--- src/cscp_pkg.sv ---
package cscp_pkg;
    localparam int DATA_W = 8;
    localparam int ADDR_W = 4;
    localparam int FRAME_W = 12;
    localparam int NUM_REGS = 6;
    localparam logic [3:0] REG_DAC_TEST = 4'h0;
    localparam logic [3:0] REG_M_DIV = 4'h1;
    localparam logic [3:0] REG_N_DIV_OSC = 4'h2;
    localparam logic [3:0] REG_PRECOMP = 4'h3;
    localparam logic [3:0] REG_MARGIN = 4'h4;
    localparam logic [3:0] REG_TEST_MUX = 4'h5;
    localparam int DAC_LSB = 0;
    localparam int DAC_W = 5;
    localparam int TEST_MODE_BIT = 5;
    localparam int BYPASS_BIT = 6;
    localparam int CLEAR_BIT = 7;
    localparam int SEP_OSC_BIT = 0;
    localparam int SYN_OSC_BIT = 7;
    localparam int ERASE_DIS_BIT = 4;
    localparam int DEC_TEST_BIT = 5;
    localparam int PRECOMP_BYP_BIT = 6;
    localparam int ENC_BYP_BIT = 7;
    localparam logic [7:0] RESET_VAL = 8'hFF;
    localparam logic [7:0] MUX_RESET_VAL = 8'hF0;
    localparam logic [7:0] MUX_USED_MASK = 8'hF0;
    localparam int SETTLE_NS = 40;
    localparam int CLK_NS = 20;
    localparam int SETTLE_CYC = (SETTLE_NS + CLK_NS - 1) / CLK_NS;
    localparam int WAKE_CYC = 18;
    localparam logic [4:0] WAKE_W = 5'h12;
endpackage

--- src/cscp_sync.sv ---
`timescale 1ns/1ns
module cscp_sync (
    input wire logic clk_in,
    input wire logic rst_in,
    input wire logic d_in,
    input wire logic rst_val_in,
    output logic q_out
);
    logic meta_q;
    logic sync_q;
    always_ff @(posedge clk_in) begin
        if (rst_in) begin
            meta_q <= rst_val_in;
            sync_q <= rst_val_in;
        end else begin
            meta_q <= d_in;
            sync_q <= meta_q;
        end
    end
    assign q_out = sync_q;
endmodule

--- src/cscp_power.sv ---
`timescale 1ns/1ns
module cscp_power (
    input wire logic clk_in,
    input wire logic rst_in,
    input wire logic nap_n_in,
    input wire logic wgate_n_in,
    input wire logic rgate_n_in,
    output logic enc_off_out,
    output logic precomp_off_out,
    output logic dec_off_out
);
    logic nap_n_s;
    logic wgate_n_s;
    logic rgate_n_s;
    logic enc_d;
    logic dec_d;
    logic enc_q;
    logic dec_q;
    cscp_sync u_sync_nap (.clk_in(clk_in), .rst_in(rst_in), .d_in(nap_n_in),
        .rst_val_in(1'b1), .q_out(nap_n_s));
    cscp_sync u_sync_wgate (.clk_in(clk_in), .rst_in(rst_in), .d_in(wgate_n_in),
        .rst_val_in(1'b1), .q_out(wgate_n_s));
    cscp_sync u_sync_rgate (.clk_in(clk_in), .rst_in(rst_in), .d_in(rgate_n_in),
        .rst_val_in(1'b1), .q_out(rgate_n_s));
    always_comb begin
        enc_d = !nap_n_s && wgate_n_s; // [RQ13] [RQ14]
        dec_d = !nap_n_s && rgate_n_s; // [RQ13] [RQ15]
    end
    always_ff @(posedge clk_in) begin
        if (rst_in) begin
            enc_q <= 1'b0;
            dec_q <= 1'b0;
        end else begin
            enc_q <= enc_d;
            dec_q <= dec_d;
        end
    end
    assign enc_off_out = enc_q;
    assign precomp_off_out = enc_q;
    assign dec_off_out = dec_q;
    nap_off_a: assert property (@(posedge clk_in) disable iff (rst_in) // [RQ13]
        nap_n_s |=> !enc_q && !dec_q) else $error("nap off but power reduced");
    nap_enc_a: assert property (@(posedge clk_in) disable iff (rst_in) // [RQ14]
        (!nap_n_s && wgate_n_s) |=> enc_q) else $error("encoder not off");
    nap_dec_a: assert property (@(posedge clk_in) disable iff (rst_in) // [RQ15]
        (!nap_n_s && rgate_n_s) |=> dec_q) else $error("decoder not off");
endmodule

--- src/cscp_port.sv ---
`timescale 1ns/1ns
// How it works
// (RQ1) Data bits sampled on rising shift clock, LSB first
// (RQ2) Four address bits follow, LSB first
// (RQ3) Unclocked low data line marks a write
// (RQ4) Enable release latches data into addressed register
// (RQ5) One write frame per register
// (RQ6) Read: address in, unclocked high line
// (RQ7) First release drives output with bit 0
// (RQ8) Each strobe advances output; seven reach MSB
// (RQ9) Four more strobes shift out address
// (RQ10) Low line then second release tristates output
// (RQ11) Sleep disables port; reprogram after wake
// (RQ12) Write output ignored eighteen clocks after wake
// (RQ13) Nap high means no power reduction
// (RQ14) Nap with write gate off: encoder, precomp off
// (RQ15) Nap with read gate off: decoder off
// (RQ16) Register 0: DAC code, test, bypass, clear
// (RQ17) Option controls act only with option pin low; erase disable (register 4 bit 4) ignores the pin
// (RQ18) Test bit low enables phase/frequency mode
// (RQ19) Bypass bit low selects external oscillators
// (RQ20) Clear bit low holds dividers at zero
// (RQ21) Typical DAC and divider settings by controller
// (RQ22) Typical precomp and margin settings by controller
// (RQ23) Shift edges ignored while enable deasserted
module cscp_port (
    input wire logic clock_in,
    input wire logic rst_in,
    input wire logic serial_frame_select_n_in,
    input wire logic serial_input_line_in,
    input wire logic serial_shift_clock_in,
    input wire logic option_enable_n_in,
    input wire logic sleep_in,
    input wire logic low_power_request_n_in,
    input wire logic write_gate_n_in,
    input wire logic read_gate_n_in,
    output logic serial_readback_line_out,
    output logic serial_readback_line_oe_out,
    output logic [cscp_pkg::DAC_W-1:0] dac_code_out,
    output logic phase_freq_detector_mode_out,
    output logic divider_bypass_out,
    output logic divider_clear_out,
    output logic [7:0] synth_m_divider_out,
    output logic [5:0] synth_n_divider_out,
    output logic synth_osc_select_out,
    output logic separator_osc_select_out,
    output logic [7:0] write_precompensation_out,
    output logic [3:0] margin_dac_out,
    output logic erase_signal_disable_out,
    output logic decoder_test_input_out,
    output logic precomp_bypass_out,
    output logic encoder_bypass_out,
    output logic [3:0] test_mux_ctrl_out,
    output logic compensated_write_valid_out,
    output logic encoder_off_out,
    output logic precomp_off_out,
    output logic decoder_off_out
);
    import cscp_pkg::*;

    typedef enum logic [3:0] {
        CSCP_IDLE = 4'b0001,
        CSCP_SHIFT = 4'b0010,
        CSCP_READ_WAIT = 4'b0100,
        CSCP_READ_OUT = 4'b1000
    } cscp_state_t;

    logic sel_n_s;
    logic din_s;
    logic sclk_s;
    logic opt_n_s;
    logic sleep_s;

    cscp_sync u_sync_sel (.clk_in(clock_in), .rst_in(rst_in), .d_in(serial_frame_select_n_in),
        .rst_val_in(1'b1), .q_out(sel_n_s));
    cscp_sync u_sync_din (.clk_in(clock_in), .rst_in(rst_in), .d_in(serial_input_line_in),
        .rst_val_in(1'b1), .q_out(din_s));
    cscp_sync u_sync_sclk (.clk_in(clock_in), .rst_in(rst_in), .d_in(serial_shift_clock_in),
        .rst_val_in(1'b1), .q_out(sclk_s));
    cscp_sync u_sync_opt (.clk_in(clock_in), .rst_in(rst_in), .d_in(option_enable_n_in),
        .rst_val_in(1'b1), .q_out(opt_n_s));
    cscp_sync u_sync_sleep (.clk_in(clock_in), .rst_in(rst_in), .d_in(sleep_in),
        .rst_val_in(1'b1), .q_out(sleep_s));

    cscp_power u_power (
        .clk_in(clock_in),
        .rst_in(rst_in),
        .nap_n_in(low_power_request_n_in),
        .wgate_n_in(write_gate_n_in),
        .rgate_n_in(read_gate_n_in),
        .enc_off_out(encoder_off_out),
        .precomp_off_out(precomp_off_out),
        .dec_off_out(decoder_off_out)
    );

    function automatic logic opt_ctl(input logic bit_v, input logic opt_n);
        opt_ctl = !bit_v && !opt_n; // [RQ17]
    endfunction

    cscp_state_t state_q, state_d;
    logic sel_n_q, sclk_q;
    logic [FRAME_W-1:0] shift_q, shift_d;
    logic [3:0] cnt_q, cnt_d;
    logic [DATA_W-1:0] regs_q [NUM_REGS];
    logic [DATA_W-1:0] regs_d [NUM_REGS];
    logic [FRAME_W-1:0] out_q, out_d;
    logic oe_q, oe_d;
    logic [1:0] settle_q, settle_d;
    logic [4:0] wake_q, wake_d;
    logic sclk_rise, sel_fall, sel_rise;
    logic [ADDR_W-1:0] addr_w, raddr_w;
    logic [DATA_W-1:0] rdata_w;

    assign sclk_rise = sclk_s && !sclk_q;
    assign sel_fall = !sel_n_s && sel_n_q;
    assign sel_rise = sel_n_s && !sel_n_q;
    assign addr_w = shift_q[FRAME_W-1 -: ADDR_W];
    assign raddr_w = shift_q[FRAME_W-1 -: ADDR_W];
    assign rdata_w = (raddr_w < NUM_REGS[ADDR_W-1:0]) ? regs_q[raddr_w[2:0]] : 8'h00;

    always_comb begin
        state_d = state_q;
        shift_d = shift_q;
        cnt_d = cnt_q;
        out_d = out_q;
        oe_d = oe_q;
        settle_d = settle_q;
        for (int i = 0; i < NUM_REGS; i++) begin
            regs_d[i] = regs_q[i];
        end
        unique case (state_q)
            CSCP_IDLE: begin
                if (sel_fall && !sleep_s) begin // [RQ11]
                    state_d = CSCP_SHIFT;
                    cnt_d = 4'h0;
                end
            end
            CSCP_SHIFT: begin
                if (sclk_rise && !sel_n_s && cnt_q < FRAME_W[3:0]) begin // [RQ23]
                    shift_d = {din_s, shift_q[FRAME_W-1:1]}; // [RQ1] [RQ2]
                    cnt_d = cnt_q + 4'h1;
                end
                if (sel_rise) begin
                    state_d = CSCP_IDLE;
                    if (din_s && cnt_q == ADDR_W[3:0]) begin // [RQ6]
                        out_d = {raddr_w, rdata_w};
                        oe_d = 1'b1; // [RQ7]
                        settle_d = SETTLE_CYC[1:0];
                        state_d = CSCP_READ_WAIT;
                    end else if (!din_s && cnt_q == FRAME_W[3:0]
                                 && addr_w < NUM_REGS[ADDR_W-1:0]) begin
                        regs_d[addr_w[2:0]] = shift_q[DATA_W-1:0]; // [RQ3] [RQ4] [RQ5]
                        // Unused low bits of the test mux register read back as zero
                        if (addr_w == REG_TEST_MUX) begin
                            regs_d[addr_w[2:0]] = shift_q[DATA_W-1:0] & MUX_USED_MASK;
                        end
                    end
                end
            end
            CSCP_READ_WAIT: begin
                if (settle_q != 2'h0) begin
                    settle_d = settle_q - 2'h1;
                end
                if (sel_fall) begin
                    state_d = CSCP_READ_OUT;
                end
            end
            CSCP_READ_OUT: begin
                if (sclk_rise && !sel_n_s) begin
                    out_d = {1'b0, out_q[FRAME_W-1:1]}; // [RQ8] [RQ9]
                end
                if (sel_rise && !din_s) begin
                    oe_d = 1'b0; // [RQ10]
                    state_d = CSCP_IDLE;
                end
            end
            default: begin
                state_d = CSCP_IDLE;
            end
        endcase
    end

    always_comb begin
        wake_d = wake_q;
        if (sleep_s) begin
            wake_d = WAKE_W; // [RQ12]
        end else if (wake_q != 5'h00) begin
            wake_d = wake_q - 5'h01;
        end
    end

    always_ff @(posedge clock_in) begin
        if (rst_in) begin
            state_q <= CSCP_IDLE;
            sel_n_q <= 1'b1;
            sclk_q <= 1'b1;
            shift_q <= '0;
            cnt_q <= 4'h0;
            out_q <= '0;
            oe_q <= 1'b0;
            settle_q <= 2'h0;
            wake_q <= 5'h00;
            for (int i = 0; i < NUM_REGS; i++) begin
                regs_q[i] <= (i == NUM_REGS - 1) ? MUX_RESET_VAL : RESET_VAL;
            end
        end else begin
            state_q <= sleep_s ? CSCP_IDLE : state_d; // [RQ11]
            sel_n_q <= sel_n_s;
            sclk_q <= sclk_s;
            shift_q <= shift_d;
            cnt_q <= cnt_d;
            out_q <= out_d;
            oe_q <= sleep_s ? 1'b0 : oe_d;
            settle_q <= settle_d;
            wake_q <= wake_d;
            for (int i = 0; i < NUM_REGS; i++) begin
                regs_q[i] <= regs_d[i];
            end
        end
    end

    logic [7:0] r0_q, r2_q, r4_q;
    assign r0_q = regs_q[0];
    assign r2_q = regs_q[2];
    assign r4_q = regs_q[4];

    always_ff @(posedge clock_in) begin
        if (rst_in) begin
            serial_readback_line_out <= 1'b0;
            serial_readback_line_oe_out <= 1'b0;
            dac_code_out <= '0;
            phase_freq_detector_mode_out <= 1'b0;
            divider_bypass_out <= 1'b0;
            divider_clear_out <= 1'b0;
            synth_m_divider_out <= '0;
            synth_n_divider_out <= '0;
            synth_osc_select_out <= 1'b0;
            separator_osc_select_out <= 1'b0;
            write_precompensation_out <= '0;
            margin_dac_out <= '0;
            erase_signal_disable_out <= 1'b0;
            decoder_test_input_out <= 1'b0;
            precomp_bypass_out <= 1'b0;
            encoder_bypass_out <= 1'b0;
            test_mux_ctrl_out <= '0;
            compensated_write_valid_out <= 1'b0;
        end else begin
            serial_readback_line_out <= (state_d == CSCP_READ_WAIT && settle_d != 2'h0)
                ? 1'b0 : out_d[0]; // [RQ7]
            serial_readback_line_oe_out <= sleep_s ? 1'b0 : oe_d;
            dac_code_out <= r0_q[DAC_LSB +: DAC_W]; // [RQ16]
            phase_freq_detector_mode_out <= opt_ctl(r0_q[TEST_MODE_BIT], opt_n_s); // [RQ18]
            divider_bypass_out <= opt_ctl(r0_q[BYPASS_BIT], opt_n_s); // [RQ19]
            divider_clear_out <= opt_ctl(r0_q[CLEAR_BIT], opt_n_s); // [RQ20]
            synth_m_divider_out <= regs_q[1];
            synth_n_divider_out <= r2_q[6:1];
            synth_osc_select_out <= opt_ctl(r2_q[SYN_OSC_BIT], opt_n_s);
            separator_osc_select_out <= opt_ctl(r2_q[SEP_OSC_BIT], opt_n_s);
            write_precompensation_out <= regs_q[3];
            margin_dac_out <= r4_q[3:0];
            erase_signal_disable_out <= !r4_q[ERASE_DIS_BIT];
            decoder_test_input_out <= opt_ctl(r4_q[DEC_TEST_BIT], opt_n_s);
            precomp_bypass_out <= opt_ctl(r4_q[PRECOMP_BYP_BIT], opt_n_s);
            encoder_bypass_out <= opt_ctl(r4_q[ENC_BYP_BIT], opt_n_s);
            test_mux_ctrl_out <= regs_q[5][7:4];
            compensated_write_valid_out <= !sleep_s && wake_d == 5'h00; // [RQ12]
        end
    end

    opt_gate_a: assert property (@(posedge clock_in) disable iff (rst_in) // [RQ17]
        opt_n_s |=> !divider_clear_out && !divider_bypass_out)
        else $error("option control active with pin high");
    clear_bit_a: assert property (@(posedge clock_in) disable iff (rst_in) // [RQ20]
        (!opt_n_s && !r0_q[CLEAR_BIT]) |=> divider_clear_out)
        else $error("divider clear missing");
    test_bit_a: assert property (@(posedge clock_in) disable iff (rst_in) // [RQ18]
        (!opt_n_s && !r0_q[TEST_MODE_BIT]) |=> phase_freq_detector_mode_out)
        else $error("detector mode missing");
    edge_ignore_a: assert property (@(posedge clock_in) disable iff (rst_in) // [RQ23]
        (sel_n_s && state_q == CSCP_SHIFT) |=> cnt_q == $past(cnt_q))
        else $error("shift while disabled");
    read_end_a: assert property (@(posedge clock_in) disable iff (rst_in) // [RQ10]
        (state_q == CSCP_READ_OUT && sel_rise && !din_s && !sleep_s)
        |=> ##1 !serial_readback_line_oe_out) else $error("readback not tristated");
    read_hold_a: assert property (@(posedge clock_in) disable iff (rst_in) // [RQ10]
        (state_q == CSCP_READ_OUT && !sel_rise && !sleep_s) |=> serial_readback_line_oe_out)
        else $error("readback released early");
    read_start_a: assert property (@(posedge clock_in) disable iff (rst_in) // [RQ7]
        (state_q == CSCP_SHIFT && sel_rise && din_s && cnt_q == 4'h4 && !sleep_s)
        |=> ##1 serial_readback_line_oe_out) else $error("readback not driven");
    settle_low_a: assert property (@(posedge clock_in) disable iff (rst_in) // [RQ7]
        (state_q == CSCP_SHIFT && sel_rise && din_s && cnt_q == 4'h4 && !sleep_s)
        |=> !serial_readback_line_out) else $error("readback not held during settling");
    sleep_idle_a: assert property (@(posedge clock_in) disable iff (rst_in) // [RQ11]
        sleep_s |=> state_q == CSCP_IDLE && !serial_readback_line_oe_out)
        else $error("port active during sleep");
    wake_hold_a: assert property (@(posedge clock_in) disable iff (rst_in) // [RQ12]
        $fell(sleep_s) |=> !compensated_write_valid_out [*8])
        else $error("write output valid too early");
    write_frame_a: assert property (@(posedge clock_in) disable iff (rst_in) // [RQ4]
        (state_q == CSCP_SHIFT && sel_rise && !din_s && cnt_q == 4'hC && addr_w == 4'h1
         && !sleep_s) |=> regs_q[1] == $past(shift_q[7:0]))
        else $error("write not latched");
endmodule

--- config.mk ---
export PLATFORM = sky130hd
export DESIGN_NAME = cscp_port
export DESIGN_NICKNAME = d
export VERILOG_FILES = /design/src/cscp_pkg.sv /design/src/cscp_sync.sv /design/src/cscp_power.sv /design/src/cscp_port.sv
export SDC_FILE = /design/constraint.sdc
export NUM_CORES = 1
export LEC_CHECK = 0
export ABC_AREA = 1
export BUFFER_PORTS_ARGS = -buffer_cell sky130_fd_sc_hd__buf_2
export CORE_ASPECT_RATIO = 0.6
export CORE_MARGIN = 10
export CORE_UTILIZATION = 23
export CTS_BUF_LIST = sky130_fd_sc_hd__clkbuf_4
export DETAILED_ROUTE_END_ITERATION = 10
export SYNTH_ARGS = -nofsm -noshare
export SYNTH_HDL_FRONTEND = slang
export SYNTH_SLANG_ARGS = --single-unit
export TNS_END_PERCENT = 20
--- constraint.sdc ---
create_clock -name clock_in -period 3.4 [get_ports clock_in]
set_input_delay 0.34 -clock clock_in [delete_from_list [all_inputs] [get_ports clock_in]]
set_output_delay 0.34 -clock clock_in [all_outputs]
set_load 0.02 [all_outputs]
Word-level counts from Yosys, hierarchy flattened:

Memory sizes are Yosys's and may differ from the RTL's. A register that Yosys moved wholly into a read port is not among the register bits.
Index checks and enable logic that the tools add are counted.

* memories kept: 1
* output and inout port bits: 50
* bits of input ports: 10
* bits in registers: 106
* RAM bits: 48
* word-level logic and storage cells: 169

* add/sub/neg operators: 3
* order comparisons: 4
* reductions and logical operators: 51
* equality and inequality tests: 14
* bitwise gates (word level): 7
* mux-type cells: 44

Memories
* regs_q: depth 6, width 8, read ports 7, clocked after memory_dff 1, write ports 6, RTL line cscp_port.sv:104 `logic [DATA_W-1:0] regs_q [NUM_REGS];`

Operator list (number)
* two-way mux 48 bit: 5
* bitwise mux 48 bit: 2
* two-way mux 8 bit: 8
* two-way mux 12 bit: 3
* demux 8 bit (select 3 bit): 1
* two-way mux 4 bit: 6
* one-hot mux 12 bit (2 select lines): 1
* logical AND 1 bit: 23
* equality test 4 x 3 -> 1 bit, second input constant: 4
* logical NOT 1 bit: 16
* one-hot mux 4 bit (4 select lines): 1
* inequality test 2 bit, second input constant: 6
* two-way mux 5 bit: 2
* two-way mux 3 bit: 3
* equality test 4 bit, second input constant: 2
* one-hot mux 4 bit (2 select lines): 1
* AND reduction 4 bit: 2
* nonzero test 2 bit: 4
* two-way mux 1 bit: 6
* two-way mux 2 bit: 3
* bitwise OR 1 bit: 6
* logical NOT 5 bit: 1
* nonzero test 5 bit: 1
* subtractor 5 x 1 -> 5 bit, second input constant: 1
* other kinds (14): 15

Longest topological paths before layout:

* depth after elaboration: 13
* gate-level depth with buffers: 10
* depth with buffers taken out: 10

Hierarchy:

From an unflattened synthesis, not the netlist that was laid out.

* cells, all modules: 817
* area, all modules: 6112.1 µm²

Modules (own cells, without submodules)
* cscp_port: cells each 744, area an instance 5541.6 µm², times used 1, sequential area each 2782.7 µm²
* cscp_sync: cells each 8, area an instance 62.6 µm², times used 8, sequential area each 40.0 µm²
* cscp_power: cells each 9, area an instance 70.1 µm², times used 1, sequential area each 40.0 µm²

Least setup slack after synthesis:

OpenSTA, ideal clock, no wires.

* path type: flip-flop to flip-flop
* start: register cnt_q[0]
* end: register out_q[5]
* setup time: 0.117 ns
* buffers on the path: 1
* stages on the path, launching flop included: 11
* arrival: 1.506 ns
* required time: 3.283 ns
* period minus slack after synthesis: 1.623 ns
* slack: 1.777 ns
* cells stage by stage: dfxtp_1 > inv_1 > ha_1 > nand2_1 > nor2_1 > nand3_1 > nand2_1 > buf_2 > nand2_1 > a21oi_1 > nor2_1

* word-level cells in the longest chain between the ends: 4

RTL lines
* start: declaration: RTL line cscp_port.sv:103 `logic [3:0] cnt_q, cnt_d;`
* start signal: assignment: RTL line cscp_port.sv:211 `cnt_q <= cnt_d;`
* equality test 4 x 3 -> 1 bit: RTL line cscp_port.sv:145 `if (din_s && cnt_q == ADDR_W[3:0]) begin`
* logical AND 1 bit: RTL line cscp_port.sv:145
* inequality test 2 bit (no line)
* AND reduction 4 bit (no line)
* end signal: assignment: RTL line cscp_port.sv:212 `out_q <= out_d;`
* end: declaration: RTL line cscp_port.sv:106 `logic [FRAME_W-1:0] out_q, out_d;`

No other way between the ends.
A chain may end at the register's enable or synchronous reset.

==> results.json <==
{
  "synthAdderAreaFrac": 0.00642,
  "timing.critical_path.mode_cell": "nand2_1",
  "critical_path.slowest_cell": "dfxtp_1",
  "ys_types": 31,
  "finalHoldViolations": 0,
  "r2r.worst_path.cells": 7,
  "grt_antenna_before_repair": 0,
  "seq_area_frac_synth": 0.537,
  "max_stage_delay_ns": 0.84,
  "cp.required_ns": 3.85,
  "path_clk_slew_ns": 0.14,
  "hold_depth": 1,
  "rsz0062_at_grt": "no",
  "root_buffer": "clkbuf_4",
  "r2r_end": "out_q[4]",
  "post_cts_buffers": 0,
  "wl_per_cell_um": 13.4,
  "end_kind": "register",
  "critPathLaunchType": "register",
  "routed_via_density": 4.26,
  "antenna_cells": 0,
  "synth_most_common_cell": "nand2_1",
  "async_flop_share": 0,
  "fin_skew_ns": 0.0208,
  "place_hpwl_um": 11200,
  "fin_crit_ns": 2.19,
  "h-tree-depth": 4,
  "holdCritStartpoint": "u_power.u_sync_nap.meta_q",
  "ys_warn_count": 0,
  "synth_area_leaders": "dfxtp_1, nand2_1, nor2_1",
  "path_cells": "inv_1 -> o211ai_1 -> nand2_1 -> nand2_1 -> nand2_1 -> a21oi_1 -> nor2_1",
  "start_util": 0.232,
  "synth_compound_area_frac": 0.0939,
  "powerDensity_nw_per_um2": 473,
  "period_share": 0.644,
  "cts_tree": "built",
  "core.rowCount": 45,
  "wl_um": 15600,
  "synthXorXnorAreaFrac": 0.00449,
  "syn2layout_area_growth_pct": 17.2,
  "finalSetupTns_ns": 0,
  "dieArea_um2": 32400,
  "num_io_pins": 60,
  "numCtsBuffers": 17,
  "nNetsFinal": 829,
  "first_global_vias": 4699,
  "grt_usage": 0.0961,
  "synth_common_cells": "nand2_1, dfxtp_1, nor2_1",
  "relSlewSlack": 0.319,
  "dp.cells": 1118,
  "clock-sinks": 157,
  "yosysTopAreaCellShare": 0.537,
  "ant_nets": 0,
  "hp-class": "register to register",
  "drc_errors": 0,
  "cp_max_fo": 21,
  "syn_inst": 758,
  "clock_latency_ns": 0.55,
  "drt-initial-drc-count": 397,
  "leakage_uw": 0.00330,
  "die_x_um": 226,
  "gr-total-overflow": 0,
  "avgSynthCellArea_um2": 7.72,
  "numPortBuffers": 59,
  "slew_violations": 0,
  "worst_slew_pin_slew_ns": 1.02,
  "fp.coreArea_um2": 25200,
  "synthMuxAreaShare": 0,
  "clockBufferDepth": 2,
  "cp.depth": 7,
  "status": "finished, final reports clean",
  "arrival_ns": 2.63,
  "num_vias": 4932,
  "max_freq_mhz": 457,
  "setup_viol": 0,
  "cap_viol_max_count": 0,
  "crit_buf_inv": 1,
  "path_class": "register to register",
  "synth_largest_area_cell": "dfxtp_1",
  "crit_family": "flip-flops",
  "reg2reg_slack_ns": 1.21,
  "die_h_um": 144,
  "synth_seq_cells": 157,
  "gp_congestion": 0.825,
  "min_to": "u_power.u_sync_nap.q_out",
  "grt_pass1_wl_um": 24800,
  "ir_worst_vdd_mv": 0.250,
  "drt_pass1_iterations": 5,
  "stdcell_count": 1158,
  "syn-cell-area_um2": 5850,
  "synth_nets": 771,
  "synthFlopType": "dfxtp_1",
  "synth_edf_count": 0,
  "layout-drive-gt1-share": 0.151,
  "synth_top_family_by_area": "simple AND/OR/NAND/NOR gates",
  "grt_max_degree": 77,
  "synth_simple_gate_area_share": 0.284
}
## cell type report
| class | count | area, µm² |
|---|---|---|
| Timing Repair Buffer | 70 | 410 |
| Sequential cell | 157 | 3140 |
| Multi-Input combinational cell | 487 | 2270 |
| Fill cell | 2741 | 18300 |
| Clock inverter | 14 | 169 |
| Inverter | 83 | 312 |
| Tap cell | 329 | 412 |
| Clock buffer | 18 | 135 |
## routing by layer
| metal | wire, µm | vias up | part of all wire | global-route usage |
|---|---|---|---|---|
| met4 | 106 | 0 | 0.0068 | 0.0219 |
| met3 | 1370 | 15 | 0.088 | 0.0307 |
| met2 | 5890 | 156 | 0.38 | 0.127 |
| li1 | - | 2512 | - | - |
| met1 | 8210 | 2249 | 0.53 | 0.144 |
| met5 | 0 | - | 0 | 0 |
## placed cells by master, fill, tap and decap left out, types with 8 or more instances in the layout
master         count
clkbuf_4          18
a21oi_1           36
or2_2             18
nand3_1           63
o21ai_0           35
buf_2             59
nor2_1            98
o211ai_1          18
dlygate4sd3_1      8
dfxtp_1          157
nor3_1            10
inv_1             77
nand2_1          181
## worst max path at each step
stage               slack (ns)                  endpoint      from
CTS                       1.22                  out_q[4]  register
global placement          1.31  serial_readback_line_out  register
finish                    1.21                  out_q[4]  register
floorplan                 1.78                  out_q[5]  cnt_q[0]
detailed placement        1.24                  out_q[4]  register
global route              1.03                  out_q[1]  cnt_q[0]
## stage by stage
stage               cell area, µm²  hold slack (ns)  power (µW)  utilization  setup slack, ns
CTS                           6850            0.420        3280        0.272             1.22
floorplan                     5850            0.389        2010            -             1.78
global placement              6470            0.391        2060        0.257             1.31
global route                  6850            0.442        3370        0.272             1.03
detailed placement            6470            0.392        2060        0.257             1.24
finish                        6850            0.424        3240        0.272             1.21
## logic make-up (layout without fill, tap and decap cells)
family,after synthesis,after routing
adders and majority gates,3,3
DFF,157,157
AOI/OAI and AO/OA,97,97
xor gates and xnor gates,3,3
and+or+nand+nor,384,384
buffers and inverters,114,185
## power breakdown
part	internal [µW]	total [µW]	switching [µW]
Combinational	49.1	137	87.6
Sequential	1870	1880	9.90
Clock	519	1220	702
Total	2440	3240	800
## repair_timing
item                                   in CTS  in global routing
hold buffers                                8                  0
gates resized for setup                     0                  0
endpoints found under the hold margin       8                  0
Power figures use the tool's default switching activity.
